**src/hw/sssc_pkg.sv**
```systemverilog
// Shared constants and types for the synchronous serial port
package sssc_pkg;
  localparam int BRG_W = 8;
  localparam logic [7:0] OFF_BUF = 8'h00;
  localparam logic [7:0] OFF_CTL = 8'h04;
  localparam logic [7:0] OFF_COND = 8'h08;
  localparam logic [7:0] OFF_STS = 8'h0C;
  localparam logic [7:0] OFF_MSK = 8'h10;
  localparam logic [7:0] OFF_I2C = 8'h14;
  localparam int CTL_WRITE_COLLISION_FLAG = 7;
  localparam int CTL_OVF = 6;
  localparam int CTL_EN = 5;
  localparam int CTL_CKP = 4;
  localparam int COND_SMP = 7;
  localparam int COND_CKE = 6;
  localparam int COND_BF = 0;
  localparam int I2C_GO = 7;
  localparam int STS_W = 3;
  localparam int STS_BYTE = 0;
  localparam int STS_STOP = 1;
  localparam int STS_COLL = 2;
  localparam logic [3:0] MODE_M4 = 4'h0;
  localparam logic [3:0] MODE_M16 = 4'h1;
  localparam logic [3:0] MODE_M64 = 4'h2;
  localparam logic [3:0] MODE_MBRG = 4'h3;
  localparam logic [3:0] MODE_SSS = 4'h4;
  localparam logic [3:0] MODE_SNOSS = 4'h5;
  localparam logic [3:0] MODE_I2CM = 4'h8;
  localparam logic [7:0] HALF_M4 = 8'h01;
  localparam logic [7:0] HALF_M16 = 8'h07;
  localparam logic [7:0] HALF_M64 = 8'h1F;
  localparam logic [3:0] BITS = 4'h8;
  localparam logic [3:0] MSB = 4'h7;
  localparam logic [7:0] CTL_RST = 8'h00;
  typedef enum logic [2:0] {
    ST_IDLE = 3'b000,
    ST_SDA_LOW = 3'b001,
    ST_SCL_REL = 3'b010,
    ST_SCL_HI = 3'b011,
    ST_SDA_REL = 3'b100
  } sssc_stop_st_t;
endpackage

```
**src/hw/sssc_brg_if.sv**
```systemverilog
// Link between the port core and its baud rate generator
interface sssc_brg_if #(parameter int W = 8);
  logic load;
  logic [W-1:0] value;
  logic en;
  logic expired;
  modport ctl (output load, output value, output en, input expired);
  modport gen (input load, input value, input en, output expired);
endinterface

```
**src/hw/sssc_baud_gen.sv**
```systemverilog
// Reloading down counter used as baud rate generator
module sssc_baud_gen (
  input wire logic clk_i,
  input wire logic rst_i,
  sssc_brg_if.gen brg
);
  logic [$bits(brg.value)-1:0] cnt_r;
  logic [$bits(brg.value)-1:0] cnt_nxt;

  assign brg.expired = brg.en & (cnt_r == '0);

  always_comb begin
    cnt_nxt = cnt_r;
    if (brg.load) begin
      cnt_nxt = brg.value;
    end else if (brg.en) begin
      cnt_nxt = (cnt_r == '0) ? brg.value : cnt_r - 1'b1;
    end
  end

  always_ff @(posedge clk_i) begin
    if (rst_i) begin
      cnt_r <= '0;
    end else begin
      cnt_r <= cnt_nxt;
    end
  end
endmodule

```
**src/hw/sssc_top.sv**
```systemverilog
// Synchronous serial port: SPI master/slave and I2C Stop with collision check
module sssc_top (
  input wire logic clk_i,
  input wire logic rst_i,
  input wire logic cyc_i,
  input wire logic stb_i,
  input wire logic we_i,
  input wire logic [7:0] adr_i,
  input wire logic [3:0] sel_i,
  input wire logic [31:0] dat_i,
  output logic [31:0] dat_o,
  output logic ack_o,
  input wire logic sleep_i,
  input wire logic mod_clk_en_i,
  input wire logic sck_i,
  output logic sck_o,
  output logic sck_oe_o,
  input wire logic sdi_i,
  output logic sdo_o,
  output logic sdo_oe_o,
  input wire logic ss_n_i,
  input wire logic scl_i,
  output logic scl_o,
  output logic scl_oe_o,
  input wire logic sda_i,
  output logic sda_o,
  output logic sda_oe_o,
  output logic irq_o,
  output logic wake_o
);
  sssc_brg_if #(.W(sssc_pkg::BRG_W)) brg ();
  sssc_baud_gen u_brg (.clk_i(clk_i), .rst_i(rst_i), .brg(brg));

  logic [7:0] ctl_r, ctl_nxt;
  logic smp_r, smp_nxt, cke_r, cke_nxt, bf_r, bf_nxt;
  logic [7:0] rbuf_r, rbuf_nxt, tx_r, tx_nxt, rx_r, rx_nxt;
  logic busy_r, busy_nxt, half_r, half_nxt, sdo_r, sdo_nxt, sck_q_r;
  logic [3:0] cnt_r, cnt_nxt;
  logic [sssc_pkg::STS_W-1:0] sts_r, sts_nxt, msk_r, msk_nxt, set_ev;
  logic [6:0] baud_r, baud_nxt;
  sssc_pkg::sssc_stop_st_t st_r, st_nxt;
  logic ack_r, ack_nxt;
  logic [31:0] dat_r, dat_nxt;
  logic wr, rd, run_en, en, master, slave, i2c, slv_sel, act_e, ret_e;
  logic smp_e, shf_e, done, coll;
  logic [3:0] mode;

  assign mode = ctl_r[3:0];
  assign en = ctl_r[sssc_pkg::CTL_EN];
  assign master = en & (mode <= sssc_pkg::MODE_MBRG);
  assign slave = en & (mode == sssc_pkg::MODE_SSS || mode == sssc_pkg::MODE_SNOSS);
  assign i2c = en & (mode == sssc_pkg::MODE_I2CM);
  assign slv_sel = slave & (mode == sssc_pkg::MODE_SNOSS || !ss_n_i);
  // master logic advances only on powered module clock
  assign run_en = ~sleep_i & mod_clk_en_i;
  assign wr = cyc_i & stb_i & we_i & ~ack_r & sel_i[0];
  assign rd = cyc_i & stb_i & ~we_i & ~ack_r;
  assign act_e = (sck_q_r == ctl_r[sssc_pkg::CTL_CKP]) && (sck_i != ctl_r[sssc_pkg::CTL_CKP]);
  assign ret_e = (sck_q_r != ctl_r[sssc_pkg::CTL_CKP]) && (sck_i == ctl_r[sssc_pkg::CTL_CKP]);
  // edge select picks sampling versus shifting edge
  assign smp_e = cke_r ? act_e : ret_e;
  assign shf_e = cke_r ? ret_e : act_e;

  assign brg.en = run_en;
  assign ack_o = ack_r;
  assign dat_o = dat_r;
  assign sdo_o = sdo_r;
  assign sdo_oe_o = master | slv_sel;
  // idle level, active half set by edge select
  assign sck_o = ctl_r[sssc_pkg::CTL_CKP] ^ (busy_r & (half_r ^ ~cke_r));
  assign sck_oe_o = master;
  assign scl_o = 1'b0;
  assign sda_o = 1'b0;
  // SDA held low through SCL release
  assign sda_oe_o = (st_r == sssc_pkg::ST_SDA_LOW) || (st_r == sssc_pkg::ST_SCL_REL)
                    || (st_r == sssc_pkg::ST_SCL_HI);
  assign scl_oe_o = (st_r == sssc_pkg::ST_SDA_LOW);
  // unmasked event drives interrupt and wake
  assign irq_o = |(sts_r & msk_r);
  assign wake_o = irq_o;

  always_comb begin
    ctl_nxt = ctl_r;
    smp_nxt = smp_r;
    cke_nxt = cke_r;
    bf_nxt = bf_r;
    rbuf_nxt = rbuf_r;
    tx_nxt = tx_r;
    rx_nxt = rx_r;
    busy_nxt = busy_r;
    half_nxt = half_r;
    sdo_nxt = sdo_r;
    cnt_nxt = cnt_r;
    sts_nxt = sts_r;
    msk_nxt = msk_r;
    baud_nxt = baud_r;
    st_nxt = st_r;
    ack_nxt = cyc_i & stb_i & ~ack_r;
    dat_nxt = '0;
    set_ev = '0;
    done = 1'b0;
    coll = 1'b0;
    brg.load = 1'b0;
    brg.value = {1'b0, baud_r};
    case (mode)
      sssc_pkg::MODE_M4: brg.value = sssc_pkg::HALF_M4;
      sssc_pkg::MODE_M16: brg.value = sssc_pkg::HALF_M16;
      sssc_pkg::MODE_M64: brg.value = sssc_pkg::HALF_M64;
      default: brg.value = {1'b0, baud_r};
    endcase
    if (rd) begin
      case (adr_i)
        sssc_pkg::OFF_BUF: begin
          dat_nxt[7:0] = rbuf_r;
          bf_nxt = 1'b0;
        end
        sssc_pkg::OFF_CTL: dat_nxt[7:0] = ctl_r;
        sssc_pkg::OFF_COND: begin
          dat_nxt[sssc_pkg::COND_SMP] = smp_r;
          dat_nxt[sssc_pkg::COND_CKE] = cke_r;
          dat_nxt[sssc_pkg::COND_BF] = bf_r;
        end
        sssc_pkg::OFF_STS: dat_nxt[sssc_pkg::STS_W-1:0] = sts_r;
        sssc_pkg::OFF_MSK: dat_nxt[sssc_pkg::STS_W-1:0] = msk_r;
        sssc_pkg::OFF_I2C: dat_nxt[7:0] = {st_r != sssc_pkg::ST_IDLE, baud_r};
        default: dat_nxt = '0;
      endcase
    end
    if (wr) begin
      case (adr_i)
        sssc_pkg::OFF_BUF: begin
          if (busy_r || cnt_r != '0) begin
            ctl_nxt[sssc_pkg::CTL_WRITE_COLLISION_FLAG] = 1'b1;
          end else begin
            tx_nxt = dat_i[7:0];
            sdo_nxt = dat_i[7];
            if (master) begin
              busy_nxt = 1'b1;
              half_nxt = 1'b0;
              brg.load = 1'b1;
            end
          end
        end
        sssc_pkg::OFF_CTL: ctl_nxt = dat_i[7:0];
        sssc_pkg::OFF_COND: begin
          smp_nxt = dat_i[sssc_pkg::COND_SMP];
          cke_nxt = dat_i[sssc_pkg::COND_CKE];
        end
        sssc_pkg::OFF_STS: sts_nxt = sts_r & ~dat_i[sssc_pkg::STS_W-1:0];
        sssc_pkg::OFF_MSK: msk_nxt = dat_i[sssc_pkg::STS_W-1:0];
        sssc_pkg::OFF_I2C: begin
          baud_nxt = dat_i[6:0];
          if (dat_i[sssc_pkg::I2C_GO] && i2c && st_r == sssc_pkg::ST_IDLE) begin
            st_nxt = sssc_pkg::ST_SDA_LOW;
            brg.load = 1'b1;
          end
        end
        default: ;
      endcase
    end
    // master frozen while module clock is halted
    if (master && busy_r && brg.expired) begin
      half_nxt = ~half_r;
      // sample at mid or end of bit
      if (half_r == smp_r) begin
        rx_nxt = {rx_r[6:0], sdi_i};
        cnt_nxt = cnt_r + 1'b1;
      end
      if (half_r) begin
        if (cnt_nxt == sssc_pkg::BITS) begin
          done = 1'b1;
          busy_nxt = 1'b0;
          cnt_nxt = '0;
        end else begin
          sdo_nxt = tx_r[3'(sssc_pkg::MSB - cnt_nxt)];
        end
      end
    end
    // slave shifts on external clock edges only
    if (slave && !slv_sel) begin
      cnt_nxt = '0;
    end else if (slave) begin
      if (smp_e) begin
        rx_nxt = {rx_r[6:0], sdi_i};
        cnt_nxt = cnt_r + 1'b1;
        // full byte completes the slave transfer
        if (cnt_nxt == sssc_pkg::BITS) begin
          done = 1'b1;
          cnt_nxt = '0;
        end
      end
      if (shf_e) begin
        sdo_nxt = tx_r[3'(sssc_pkg::MSB - cnt_r)];
      end
    end
    if (done) begin
      rbuf_nxt = rx_nxt;
      if (bf_r) begin
        ctl_nxt[sssc_pkg::CTL_OVF] = 1'b1;
      end
      bf_nxt = 1'b1;
      set_ev[sssc_pkg::STS_BYTE] = 1'b1;
    end
    if (run_en) begin
      unique case (st_r)
        sssc_pkg::ST_IDLE: ;
        // release SCL only after SDA seen low
        sssc_pkg::ST_SDA_LOW: begin
          if (brg.expired && !sda_i) begin
            st_nxt = sssc_pkg::ST_SCL_REL;
          end
        end
        // SCL high loads seven reload bits
        sssc_pkg::ST_SCL_REL: begin
          if (scl_i) begin
            st_nxt = sssc_pkg::ST_SCL_HI;
            brg.value = {1'b0, baud_r};
            brg.load = 1'b1;
          end
        end
        // SCL pulled low before SDA release
        sssc_pkg::ST_SCL_HI: begin
          if (!scl_i) begin
            coll = 1'b1;
          end else if (brg.expired) begin
            st_nxt = sssc_pkg::ST_SDA_REL;
            brg.value = {1'b0, baud_r};
            brg.load = 1'b1;
          end
        end
        // SDA low after release and expiry
        sssc_pkg::ST_SDA_REL: begin
          if (brg.expired) begin
            if (!sda_i) begin
              coll = 1'b1;
            end else begin
              st_nxt = sssc_pkg::ST_IDLE;
              set_ev[sssc_pkg::STS_STOP] = 1'b1;
            end
          end
        end
        default: st_nxt = sssc_pkg::ST_IDLE;
      endcase
    end
    if (coll) begin
      st_nxt = sssc_pkg::ST_IDLE;
      set_ev[sssc_pkg::STS_COLL] = 1'b1;
    end
    if (!en) begin
      busy_nxt = 1'b0;
      cnt_nxt = '0;
      st_nxt = sssc_pkg::ST_IDLE;
    end
    sts_nxt = sts_nxt | set_ev;
  end

  always_ff @(posedge clk_i) begin
    if (rst_i) begin
      ctl_r <= sssc_pkg::CTL_RST;
      smp_r <= 1'b0;
      cke_r <= 1'b0;
      bf_r <= 1'b0;
      rbuf_r <= '0;
      tx_r <= '0;
      rx_r <= '0;
      busy_r <= 1'b0;
      half_r <= 1'b0;
      sdo_r <= 1'b0;
      cnt_r <= '0;
      sts_r <= '0;
      msk_r <= '0;
      baud_r <= '0;
      st_r <= sssc_pkg::ST_IDLE;
      ack_r <= 1'b0;
      dat_r <= '0;
      sck_q_r <= 1'b0;
    end else begin
      ctl_r <= ctl_nxt;
      smp_r <= smp_nxt;
      cke_r <= cke_nxt;
      bf_r <= bf_nxt;
      rbuf_r <= rbuf_nxt;
      tx_r <= tx_nxt;
      rx_r <= rx_nxt;
      busy_r <= busy_nxt;
      half_r <= half_nxt;
      sdo_r <= sdo_nxt;
      cnt_r <= cnt_nxt;
      sts_r <= sts_nxt;
      msk_r <= msk_nxt;
      baud_r <= baud_nxt;
      st_r <= st_nxt;
      ack_r <= ack_nxt;
      dat_r <= dat_nxt;
      sck_q_r <= sck_i;
    end
  end
endmodule

```
**config.mk**
```make
export PLATFORM = sky130hd
export DESIGN_NAME = sssc_top
export DESIGN_NICKNAME = d
export VERILOG_FILES = /design/src/hw/sssc_pkg.sv /design/src/hw/sssc_brg_if.sv /design/src/hw/sssc_baud_gen.sv /design/src/hw/sssc_top.sv
export SDC_FILE = /design/constraint.sdc
export NUM_CORES = 1
export LEC_CHECK = 0
export CORE_AREA = 4 4 105 107
export DETAILED_ROUTE_END_ITERATION = 8
export DIE_AREA = 0 0 109 111
export DONT_BUFFER_PORTS = 1
export MAX_ROUTING_LAYER = met4
export SETUP_SLACK_MARGIN = 0.2
export SLEW_MARGIN = 20
export SYNTH_ARGS = -nofsm -noshare
export SYNTH_HDL_FRONTEND = slang
export SYNTH_HIERARCHICAL = 1
export SYNTH_SLANG_ARGS = --single-unit
export TNS_END_PERCENT = 100
```
**constraint.sdc**
```tcl
create_clock -name clk_i -period 3.1 [get_ports clk_i]
set_input_delay 0.155 -clock clk_i [delete_from_list [all_inputs] [get_ports clk_i]]
set_output_delay 0.155 -clock clk_i [all_outputs]
set_load 0.1 [all_outputs]
```
After elaboration in Yosys (flattened, before gate mapping):

Index checks and enable logic that the tools add are counted.

* output and inout bits: 43
* input port bits: 56
* word-level logic and storage cells: 226
* register bits after elaboration: 100

* eq/ne operators: 23
* reductions and logical operators: 42
* $add $sub $neg: 4
* multiplexer cells: 103
* bitwise gates (word level): 29
* order comparisons: 3

Operator list (count)
* 8-bit 2-to-1 mux: 12
* 1-bit 2-to-1 mux: 56
* 3-bit 2-to-1 mux: 12
* 4-bit 2-to-1 mux: 8
* 7-bit case mux with 3 select lines: 1
* 8-bit by 4-bit == test with 1-bit output (second input constant): 2
* 8-bit by 5-bit == test with 1-bit output (second input constant): 2
* 8-bit logical NOT: 2
* 8-bit case mux with 2 select lines: 1
* 3-bit case mux with 5 select lines: 1
* 1-bit bitwise AND: 14
* 7-bit 2-to-1 mux: 2
* 2-bit nonzero test: 7
* 4-bit == test (second input constant): 3
* 2-bit case mux with 5 select lines: 1
* 2-bit AND reduction: 5
* 3-bit case mux with 3 select lines: 1
* 3-bit OR reduction: 3
* 4-bit by 3-bit == test with 1-bit output (second input constant): 2
* 8-bit by 3-bit == test with 1-bit output (second input constant): 1
* 1-bit logical AND: 8
* 3-bit by 4-bit less-than comparator with 1-bit output (second input constant): 2
* 1-bit NOT: 8
* 1-bit case mux with 2 select lines: 4
* 30 further kinds: 46

Logic depth before layout (Yosys ltp):

Gate-level depths: netlist of the first run.

* depth after elaboration: 15
* mapped depth: 13

By module:

Netlist of the first run, hierarchy kept.

Modules (own cells, without submodules)
* sssc_top: times used 1, cells an instance 446, area an instance 3871.2 sq um
* sssc_baud_gen: times used 1, cells an instance 69, area an instance 593.1 sq um

Worst setup path after synthesis of the first run:

OpenSTA, ideal clock, no wires.

* kind: register to register
* from: register st_r[0]
* to: register st_r[1]
* path buffers: 0
* clock period less this slack: 3111 ps
* setup time: 75 ps
* path slack: -11 ps
* data required time: 3025 ps
* arrival: 3037 ps
* stages on the path, launching flop included: 5
* path through: dfxtp_1 > inv_1 > nor3_1 > a32oi_1 > nor2_1

* elaborated cells between the ends (all ways): 20

RTL lines
* start: declaration: RTL line sssc_top.sv:41 `sssc_pkg::sssc_stop_st_t st_r, st_nxt;`
* start signal: assignment: RTL line sssc_top.sv:273 `st_r <= sssc_pkg::ST_IDLE;`
* start signal: assignment: RTL line sssc_top.sv:292 `st_r <= st_nxt;`
* 3-bit by 1-bit == test with 1-bit output
* via scl_oe_o: RTL line sssc_top.sv:24 `output logic scl_oe_o,`
* 3-bit case mux with 5 select lines: RTL line sssc_top.sv:205 `unique case (st_r)`
* 3-bit 2-to-1 mux: RTL line sssc_top.sv:204 `if (run_en) begin`

The timed path passes the listed nets, and every way through them passes these cells.
A chain may end at the register's enable or synchronous reset.

Final worst setup path of the first run:

* from: register ack_r (netlist: ack_o)
* to: register u_brg.cnt_r[6]

* word-level cells in the longest chain between the ends: 9
* elaborated cells between the ends (all ways): 11

RTL lines
* start: declaration: RTL line sssc_top.sv:42 `logic ack_r, ack_nxt;`
* start signal: assignment: RTL line sssc_top.sv:293 `ack_r <= ack_nxt;`
* 1-bit NOT (*): RTL line sssc_top.sv:56 `assign wr = cyc_i & stb_i & we_i & ~ack_r & sel_i[0];`
* 1-bit bitwise AND (*) (2 in series): RTL line sssc_top.sv:56
* 1-bit 2-to-1 mux (*): RTL line sssc_top.sv:129 `if (wr) begin`
* 1-bit 2-to-1 mux: RTL line sssc_top.sv:225 `end else if (brg.expired) begin`
* 1-bit 2-to-1 mux: RTL line sssc_top.sv:223 `if (!scl_i) begin`
* 1-bit case mux with 2 select lines: RTL line sssc_top.sv:205
* 1-bit 2-to-1 mux (*): RTL line sssc_top.sv:204
* via brg.load: RTL line sssc_brg_if.sv:3 `logic load;`
* 8-bit 2-to-1 mux / 2-bit nonzero test (equally long branches)
* end signal: assignment: RTL line sssc_baud_gen.sv:25 `cnt_r <= cnt_nxt;`
* end: declaration: RTL line sssc_baud_gen.sv:7 `logic [$bits(brg.value)-1:0] cnt_r;`

Mark *: on every way through the listed nets, which the timed path passes. The rest lies on a longest branch.

==> results of run 1 <==
## final cells by class
| class | instances | area (µm²) |
|---|---|---|
| fillers | 982 | 5236 |
| multi-input cells | 397 | 2681 |
| flip-flops and latches | 76 | 1521 |
| repair buffers | 30 | 275.3 |
| well taps | 136 | 170.2 |
| clock buffers | 10 | 137.6 |
| clock inverters | 6 | 71.32 |
| inverters | 12 | 45.04 |
## flip-flops by register name (all words and copies together), names as in the netlist, 3 cells and up
register,count
tx_r,8
rx_r,8
msk_r,3
sts_r,3
ctl_r,8
u_brg/cnt_r,8
rbuf_r,8
baud_r,7
st_r,3
cnt_r,4
dat_o,8
## critical path, delay by kind of cell (launching register included)
family / cells / cell delay (ps)
compound gates: 3 / 460
simple gates: 6 / 1510
flops: 1 / 320
mux: 1 / 70
buf+inv: 1 / 200
## where the power goes
group          switching, µW  total, µW  internal, µW  leakage, µW
registers               24.7       1020           991     0.000613
clock network            403        803           399    0.0000991
logic                    272        397           125      0.00101
total                    701       2220          1510      0.00172
## how the worst max path moves through the flow
stage | endpoint | slack [ps] | cells after the start
final | u_brg/cnt_r[6]$_SDFFE_PP0P_ | 460 | 11
after global routing | u_brg/cnt_r[6]$_SDFFE_PP0P_ | 230 | 11
after CTS | rbuf_r[1]$_SDFFE_PP0P_ | 330 | 10
after detailed placement | u_brg/cnt_r[6]$_SDFFE_PP0P_ | 350 | 12
after global placement | rbuf_r[5]$_SDFFE_PP0P_ | 430 | 10
after floorplan | u_brg/cnt_r[5]$_SDFFE_PP0P_ | 230 | 12
## logic make-up after synthesis
| family | synth area share [%] |
|---|---|
| multiplexers | 14.41 |
| AND/OR/NAND/NOR | 23.54 |
| other | 0.08400 |
| adder cells (fa/ha/maj) | 1.121 |
| AO/OA/AOI/OAI | 15.47 |
| XOR/XNOR | 2.130 |
| buffers and inverters | 9.165 |
| flip-flops | 34.08 |
## layout by cell type (no fill, tap or decap), types with 9 or more instances in the layout
cell type       n
buf_4          17
inv_1          11
nand2_1        26
mux2_2         15
dlygate4sd3_1  12
mux2i_1        35
nand3_1        18
o21ai_0        17
nor3_1         11
a21oi_1        26
conb_1         28
nor2_1         71
dfxtp_1        76
clkbuf_8       10
nor2b_1        21
a22oi_1         9
## metrics by stage
step                setup WS (ps)  util (%)  instances
global route                229.0     48.35        667
CTS                         328.7     48.02        665
global placement            434.7     44.50        636
finish                      462.2     48.35        667
floorplan                   227.9         -        542
detailed placement          354.5     44.50        636
## what timing repair did
item	4_1_cts	5_1_grt
buffers inserted	0	2
setup endpoints to repair	0	15
resized for setup	0	5
hold buffers	13	0
endpoints found under the hold margin	68	0
## routing by layer
layer | share of wire (%) | GRT usage [%]
met5 | 0 | -
met1 | 46 | 26.99
met3 | 5.5 | 4.193
met4 | 0.93 | 5.051
met2 | 48 | 30.06
==> flow_summary.json, run 1 <==
{
  "outcome": "finished, final reports clean",
  "yosysTopAreaCell": "dfxtp_1",
  "p_leak_uw": 0.001719,
  "core_area_um2": 10140,
  "ys.flop_type": "dfxtp_1",
  "timing.fmax_mhz": 379.1,
  "synthToLayoutAreaGrowth_pct": 9.809,
  "clock_latency_ps": 360,
  "r2r_setup_slack_ps": 460,
  "async_flop_share_pct": 0,
  "htreeDepth": 3,
  "p_total_uw": 2215,
  "setup_tns_ps": 0,
  "cts-root-buf": "clkbuf_8",
  "crit_start": "ack_o$_SDFF_PP0_",
  "drc": 0,
  "dr.pass1.iters": 5,
  "worstPathCellList": "nand3b_1, nor2_1, and2_4, and3_4, nand4_4, nand3_1, buf_4, mux2i_1, a311oi_1, o211ai_1, o21ai_0",
  "final_cell_area_um2": 4902,
  "initial_utilization_pct": 44.03,
  "hp-start": "rst_i",
  "cts_tree": "done",
  "synth_area_leaders": "dfxtp_1, mux2i_1, nor2_1, buf_4, mux2_2",
  "whs_ps": 18.95,
  "r2r.worst_path.cells": 11,
  "hold_end": "u_brg/cnt_r[6]$_SDFFE_PP0P_",
  "slowest_delay_ps": 340,
  "gr-usage-all-layers_pct": 19.87,
  "rsz0062_at_grt": "no",
  "first_global_vias": 3539,
  "clock_path_buffers": 2,
  "cp-start-kind": "register",
  "dieArea_um2": 12100,
  "ir_worst_vdd_v": 0.0003306,
  "setup_viol": 0,
  "skew_ps": 10.18,
  "hold_viol_final": 0,
  "synth_common_cells": "dfxtp_1, nor2_1, mux2i_1, a21oi_1, buf_4",
  "end_kind": "register",
  "syn_area_um2": 4464,
  "yosys_warnings": 6,
  "grt_overflow_total": 0,
  "path_clk_slew_ps": 80,
  "synth_cell_type_count": 69,
  "post_drt_wl_per_cell_um": 17.06,
  "p_per_area_nw_per_um2": 451.9,
  "synth.avg_cell_area_um2": 8.669,
  "cp_max_fo": 8,
  "syn_inst": 515,
  "maxCapViolCount": 0,
  "slowest_stage": "nor2_1",
  "routed_wl_um": 11380,
  "post-route-period-util_pct": 85.09,
  "layout_min_cycle_time_ps": 2638,
  "critPathArrivalTime_ps": 2930,
  "via_count": 3716,
  "fp-row-count": 37,
  "ioPinCount": 99,
  "synthMostInstantiatedCell": "dfxtp_1",
  "ys_seq_elements": 76,
  "cts_sinks": 76,
  "die_w_um": 109,
  "drive_gt1_share_pct": 14.88,
  "grt_pass1_wl_um": 18510,
  "r2r-start": "ack_o$_SDFF_PP0_",
  "r2r_end": "u_brg/cnt_r[6]$_SDFFE_PP0P_",
  "dpl_cell_area_um2": 4512,
  "synth-edff-count": 0,
  "io_buffer_count": 0,
  "path_class": "reg2reg",
  "grt_max_degree": 62,
  "required_ps": 3390,
  "die_height_um": 111,
  "drv_slew": 0,
  "holdPathStages": 3,
  "avgViaCountPerCell": 5.571,
  "relSlewSlack_pct": 28.94,
  "tightest_slew_ps": 1065,
  "grt_antenna_before_repair": 0,
  "cts_made_buffers": 9,
  "dp.final_hpwl_um": 7913,
  "nets": 586,
  "gp_congestion": 0.8713,
  "ys_seq_area_share_pct": 34.08,
  "synth_top_area_share_pct": 34.08,
  "drtIter0Drc": 260,
  "hp-class": "in2reg",
  "antenna_left": 0,
  "antenna_cells": 0
}
No activity file was read; power rests on OpenSTA's default activity.
==> run 2: changes to the inputs <==
--- a/config.mk
+++ b/config.mk
@@ -5,6 +5,7 @@
 export SDC_FILE = /design/constraint.sdc
 export NUM_CORES = 1
 export LEC_CHECK = 0
+export ABC_AREA = 1
 export CORE_AREA = 4 4 105 107
 export DETAILED_ROUTE_END_ITERATION = 8
 export DIE_AREA = 0 0 109 111
==> constraint.sdc (replaced) <==
create_clock -name clk_i -period 2.9 [get_ports clk_i]
set_input_delay 0.145 -clock clk_i [delete_from_list [all_inputs] [get_ports clk_i]]
set_output_delay 0.145 -clock clk_i [all_outputs]
set_load 0.1 [all_outputs]
==> run 2 against run 1 <==
Die area stayed put. Maximum frequency up 8.2%. Count of clock-buffer cells in the layout increased by 1. Highest routed layer unchanged.
==> flow_summary.json, run 2 <==
{
  "synthToLayoutAreaGrowth_pct": 11.71,
  "p_leak_uw": 0.002095,
  "fp-row-count": 37,
  "die_height_um": 111,
  "yosysTopAreaCell": "dfxtp_1",
  "setup_viol": 0,
  "r2r_end": "rbuf_r[6]$_SDFFE_PP0P_",
  "grt_max_degree": 29,
  "die_w_um": 109,
  "drv_slew": 0,
  "hp-class": "in2reg",
  "synth_common_cells": "nand2_1, inv_1, nor2_1, dfxtp_1, o21ai_0",
  "cts_made_buffers": 9,
  "met2_usage_pct": 33.09,
  "io_buffer_count": 0,
  "path_class": "reg2reg",
  "end_kind": "register",
  "dp.final_hpwl_um": 9109,
  "drive_gt1_share_pct": 10.64,
  "synth.avg_cell_area_um2": 6.651,
  "clock_latency_ps": 360,
  "avgViaCountPerCell": 5.183,
  "synth_top_area_share_pct": 33.89,
  "cts-root-buf": "clkbuf_8",
  "maxCapViolCount": 0,
  "first_global_vias": 4055,
  "ys_seq_elements": 76,
  "grt_pass1_wl_um": 19650,
  "routed_wl_um": 12120,
  "post-cts-setup-buffer-count": 0,
  "clock_path_buffers": 2,
  "ir_worst_vdd_v": 0.0002394,
  "nets": 760,
  "pre_cts_slack_ps": 325.1,
  "ys_seq_area_share_pct": 33.89,
  "grt_antenna_before_repair": 0,
  "r2r.worst_path.cells": 12,
  "required_ps": 3200,
  "outcome": "finished, final reports clean",
  "dr.pass1.iters": 5,
  "drc": 0,
  "yosys_warnings": 6,
  "fin_ws_ps": 463.2,
  "cts_sinks": 76,
  "crit_start": "u_brg/cnt_r[0]$_SDFFE_PP0P_",
  "path_clk_slew_ps": 90,
  "post-route-period-util_pct": 84.03,
  "grt_overflow_total": 0,
  "rsz0062_at_grt": "no",
  "hold_end": "sts_r[1]$_SDFF_PP0_",
  "holdPathStages": 3,
  "core_area_um2": 10140,
  "htreeDepth": 3,
  "dieArea_um2": 12100,
  "initial_utilization_pct": 44.28,
  "post_drt_wl_per_cell_um": 14.42,
  "synth-edff-count": 0,
  "whs_ps": 21.53,
  "setup_tns_ps": 0,
  "p_per_area_nw_per_um2": 469.4,
  "tightest_slew_ps": 945.6,
  "timing.fmax_mhz": 410.4,
  "relSlewSlack_pct": 36.88,
  "grt-busiest-layer": "met2",
  "async_flop_share_pct": 0,
  "gp_congestion": 0.9303,
  "synth_cell_type_count": 44,
  "ys.flop_type": "dfxtp_1",
  "p_total_uw": 2354,
  "antenna_left": 0,
  "via_count": 4359,
  "gr-usage-all-layers_pct": 20.97,
  "antenna_cells": 0,
  "cts_tree": "done",
  "drtIter0Drc": 391,
  "met1_usage_pct": 26.04,
  "hold_viol_final": 0,
  "syn_inst": 675,
  "r2r_setup_slack_ps": 460,
  "r2r-start": "u_brg/cnt_r[0]$_SDFFE_PP0P_",
  "final_common_cell": "nand2_1",
  "syn_area_um2": 4489,
  "hp-start": "dat_i[1]",
  "ioPinCount": 99,
  "fin_util_pct": 49.46,
  "synthMostInstantiatedCell": "nand2_1",
  "grt_use_met3_pct": 3.145,
  "layout_min_cycle_time_ps": 2437,
  "cp_max_fo": 19,
  "skew_ps": 12.59,
  "critPathArrivalTime_ps": 2730,
  "mostFrequentLayoutCells": "nand2_1, inv_1, nor2_1, dfxtp_1, o21ai_0",
  "cp-start-kind": "register",
  "synth_area_leaders": "dfxtp_1, nand2_1, inv_1, o21ai_0, nor2_1"
}
==> run 2: kinds of logic (layout without fill, tap and decap cells) <==
family | after synthesis | after routing | share of synthesized area (%)
AO/OA/AOI/OAI | 170 | 170 | 21.52
other | 1 | 27 | 0.08353
buffers and inverters | 144 | 148 | 15.13
AND/OR/NAND/NOR | 274 | 274 | 27.09
flip-flops | 76 | 76 | 33.89
adder cells (fa/ha/maj) | 4 | 4 | 1.115
XOR/XNOR | 6 | 6 | 1.171
==> run 2: metrics by stage <==
| step | std cells | cell area, µm² |
|---|---|---|
| after floorplan | 701 | 4592 |
| after global placement | 812 | 4644 |
| after detailed placement | 812 | 4644 |
| after CTS | 840 | 5000 |
| after global routing | 841 | 5015 |
| final | 841 | 5015 |
==> run 2: routing by layer <==
layer,vias up,wire [µm]
li1,2214,-
met1,1962,5191
met2,151,5872
met3,32,657
met4,0,403
met5,-,0
==> run 2: report_power, final <==
part	internal, µW	switching, µW	total, µW	leakage (µW)
clock network	512	424	936	0.000106
registers	1050	11.4	1070	0.000614
logic	73.5	279	352	0.00138
==> run 2: timing repair <==
action                                  in CTS  in global routing
gates resized for setup                      0                  1
endpoints found under the setup margin       0                 22
endpoints found under the hold margin       50                  1
hold buffers                                12                  1
==> run 2: final cells by class <==
class / count / area [µm²]
repair buffers: 29 / 297.8
inverters: 103 / 386.6
clock inverters: 5 / 83.83
flip-flops and latches: 76 / 1521
fillers: 1056 / 5124
well taps: 136 / 170.2
clock buffers: 11 / 141.4
multi-input cells: 481 / 2414
==> run 2: worst max-delay path by stage <==
stage	to	slack, ps
4_1_cts	rbuf_r[5]$_SDFFE_PP0P_	300
5_1_grt	u_brg/cnt_r[3]$_SDFFE_PP0P_	210
6_report	rbuf_r[6]$_SDFFE_PP0P_	460
3_5_place_dp	rbuf_r[5]$_SDFFE_PP0P_	330
3_3_place_gp	rbuf_r[6]$_SDFFE_PP0P_	370
2_1_floorplan	u_brg/cnt_r[0]$_SDFFE_PP0P_	360
==> run 2: worst max-delay path, cell delays in order (launching register included) <==
cell and delay (ps):
dfxtp_1 330, inv_1 160, ha_1 180, nand2_1 100, nor3b_2 310, inv_1 190
nor3_4 270, inv_1 120, nor2_2 180, nand2_2 110, nand2_4 180, o21ai_0 130
a21oi_2 120
==> run 3: changes to the inputs <==
--- a/config.mk
+++ b/config.mk
@@ -5,7 +5,7 @@
 export SDC_FILE = /design/constraint.sdc
 export NUM_CORES = 1
 export LEC_CHECK = 0
-export ABC_AREA = 1
+export ABC_AREA = 0
 export CORE_AREA = 4 4 105 107
 export DETAILED_ROUTE_END_ITERATION = 8
 export DIE_AREA = 0 0 109 111
==> constraint.sdc (replaced) <==
create_clock -name clk_i -period 2.1 [get_ports clk_i]
set_input_delay 0.105 -clock clk_i [delete_from_list [all_inputs] [get_ports clk_i]]
set_output_delay 0.105 -clock clk_i [all_outputs]
set_load 0.1 [all_outputs]
==> run 3 against run 2 <==
The flow now finishes with violations (hold timing, setup timing). Routed wire length rose by 2.8%. Combinational power rose by 93%. Global-route usage about the same. Clock skew shrank 0.75 ps. Utilization increased by 9.4 points. Sequential power rose by 39%. Die area unchanged. Non-clock buffer count is 80 higher. Worst setup slack got worse by 510 ps. Register-to-register slack worse by 510 ps. First-iteration DRC count decreased by 26%. Largest cell class unchanged. Clock power rose by 7%. Largest power group unchanged. Critical path type unchanged.
==> flow_summary.json, run 3 (synthesis gave the netlist of run 1 again) <==
{
  "outcome": "finished with violations",
  "violations": "hold timing, setup timing",
  "grt_antenna_before_repair": 0,
  "rsz0062_at_grt": "yes",
  "hp-class": "in2reg",
  "nets": 665,
  "dpl_cell_area_um2": 5096,
  "post_drt_wl_per_cell_um": 16.73,
  "grt_overflow_total": 0,
  "dp.final_hpwl_um": 8415,
  "htreeDepth": 3,
  "grt_use_met3_pct": 3.145,
  "initial_utilization_pct": 44.03,
  "post-route-period-util_pct": 102.4,
  "grt_max_degree": 66,
  "required_ps": 2350,
  "ir_worst_vdd_v": 0.0004208,
  "mostFrequentLayoutCells": "buf_4, nor2_1, dfxtp_1, mux2i_1, conb_1",
  "met2_usage_pct": 32.64,
  "p_total_uw": 3170,
  "cp-endpoint": "rbuf_r[1]$_SDFFE_PP0P_",
  "path_class": "reg2reg",
  "drv_slew": 0,
  "avgViaCountPerCell": 5.478,
  "r2r_setup_slack_ps": -50,
  "timing.fmax_mhz": 465.1,
  "crit_start": "u_brg/cnt_r[0]$_SDFFE_PP0P_",
  "r2r-start": "u_brg/cnt_r[0]$_SDFFE_PP0P_",
  "r2r_end": "rbuf_r[1]$_SDFFE_PP0P_",
  "whs_ps": -181.3,
  "drtIter0Drc": 291,
  "drive_gt1_share_pct": 35.47,
  "fillCellCount": 872,
  "place_inst": 694,
  "final_cell_area_um2": 5968,
  "path_clk_slew_ps": 80,
  "gr-usage-all-layers_pct": 20.94,
  "grt_pass1_wl_um": 19620,
  "cts-root-buf": "clkbuf_8",
  "cp_max_fo": 5,
  "synthToLayoutAreaGrowth_pct": 33.69,
  "gp_congestion": 0.8649,
  "cts_made_buffers": 9,
  "first_global_vias": 3928,
  "clock_path_buffers": 2,
  "drc": 0,
  "via_count": 4081,
  "fp-row-count": 37,
  "skew_ps": 11.84,
  "cts_sinks": 76,
  "cts_tree": "done",
  "cp-start-kind": "register",
  "antenna_left": 0,
  "layout_min_cycle_time_ps": 2150,
  "critPathArrivalTime_ps": 2400,
  "die_height_um": 111,
  "setup_tns_ps": -223.8,
  "r2r.worst_path.cells": 11,
  "dr.pass1.iters": 6,
  "p_leak_uw": 0.002264,
  "routed_wl_um": 12470,
  "fin_ws_ps": -49.93,
  "final_common_cell": "buf_4",
  "met1_usage_pct": 27.86,
  "ioPinCount": 99,
  "stdcell_count": 745,
  "core_area_um2": 10140,
  "die_w_um": 109,
  "hold_viol_final": 58,
  "end_kind": "register",
  "io_buffer_count": 0,
  "clock_latency_ps": 360,
  "dieArea_um2": 12100,
  "grt-busiest-layer": "met2",
  "relSlewSlack_pct": 39.85,
  "setup_viol": 10,
  "antenna_cells": 0,
  "p_per_area_nw_per_um2": 531.1,
  "tightest_slew_ps": 901.0,
  "maxCapViolCount": 0
}
-- run 3: per-stage QoR --
stage          utilization (%)  worst slack [ps]
6_report                 58.87            -49.93
5_1_grt                  58.87            -162.4
4_1_cts                  55.41             53.40
3_5_place_dp             50.27            -80.35
3_3_place_gp             50.27            -24.56
2_1_floorplan                -            -307.2
-- run 3: final cells by class --
| cell class | instances | area (µm²) | area share [%] |
|---|---|---|---|
| Sequential cell | 76 | 1536 | 25.74 |
| Inverter | 12 | 45.04 | 0.7547 |
| Clock buffer | 9 | 123.9 | 2.075 |
| Multi-Input combinational cell | 397 | 3078 | 51.57 |
| Tap cell | 136 | 170.2 | 2.851 |
| Timing Repair Buffer | 109 | 974.7 | 16.33 |
| Clock inverter | 6 | 40.04 | 0.6709 |
-- run 3: timing repair --
item                                    4_1_cts  5_1_grt
gates cloned                                  0        1
resized for setup                            40       49
endpoints found under the setup margin       43       48
hold buffers                                 11        2
setup buffers                                10       12
hold endpoints to repair                     69       60
pin swaps                                    18       28
-- run 3: metal layers --
layer	share of wire [%]	vias to the layer above
li1	-	1965
met1	45	1984
met2	48	120
met3	5.8	12
met4	1.1	0
met5	0	-
-- run 3: where the power goes --
group	switching [µW]	internal (µW)
clock	579	423
combinational	440	241
sequential	23.4	1460
-- run 3: critical path, stage by stage (launching register included) --
cell       delay, ps
dfxtp_2          330
inv_2             70
ha_4             130
nor3b_4          200
and3_4           240
and3_4           200
buf_6            100
nand2_4           50
o22ai_4          280
clkbuf_16        210
mux2i_1          170
nor2_1            50
-- run 3: how the worst min path moves through the flow --
stage                     start  cells after the start  slack, ps                     endpoint
after floorplan           sck_i                      1        230           sck_q_r$_SDFF_PP0_
after global placement    rst_i                      1        180  u_brg/cnt_r[5]$_SDFFE_PP0P_
after detailed placement  rst_i                      1        190        ctl_r[5]$_SDFFE_PP0P_
after CTS                 rst_i                      1       -200          half_r$_SDFFE_PP0P_
after global routing      rst_i                      1       -200  u_brg/cnt_r[3]$_SDFFE_PP0P_
final                     rst_i                      1       -180          sts_r[1]$_SDFF_PP0_
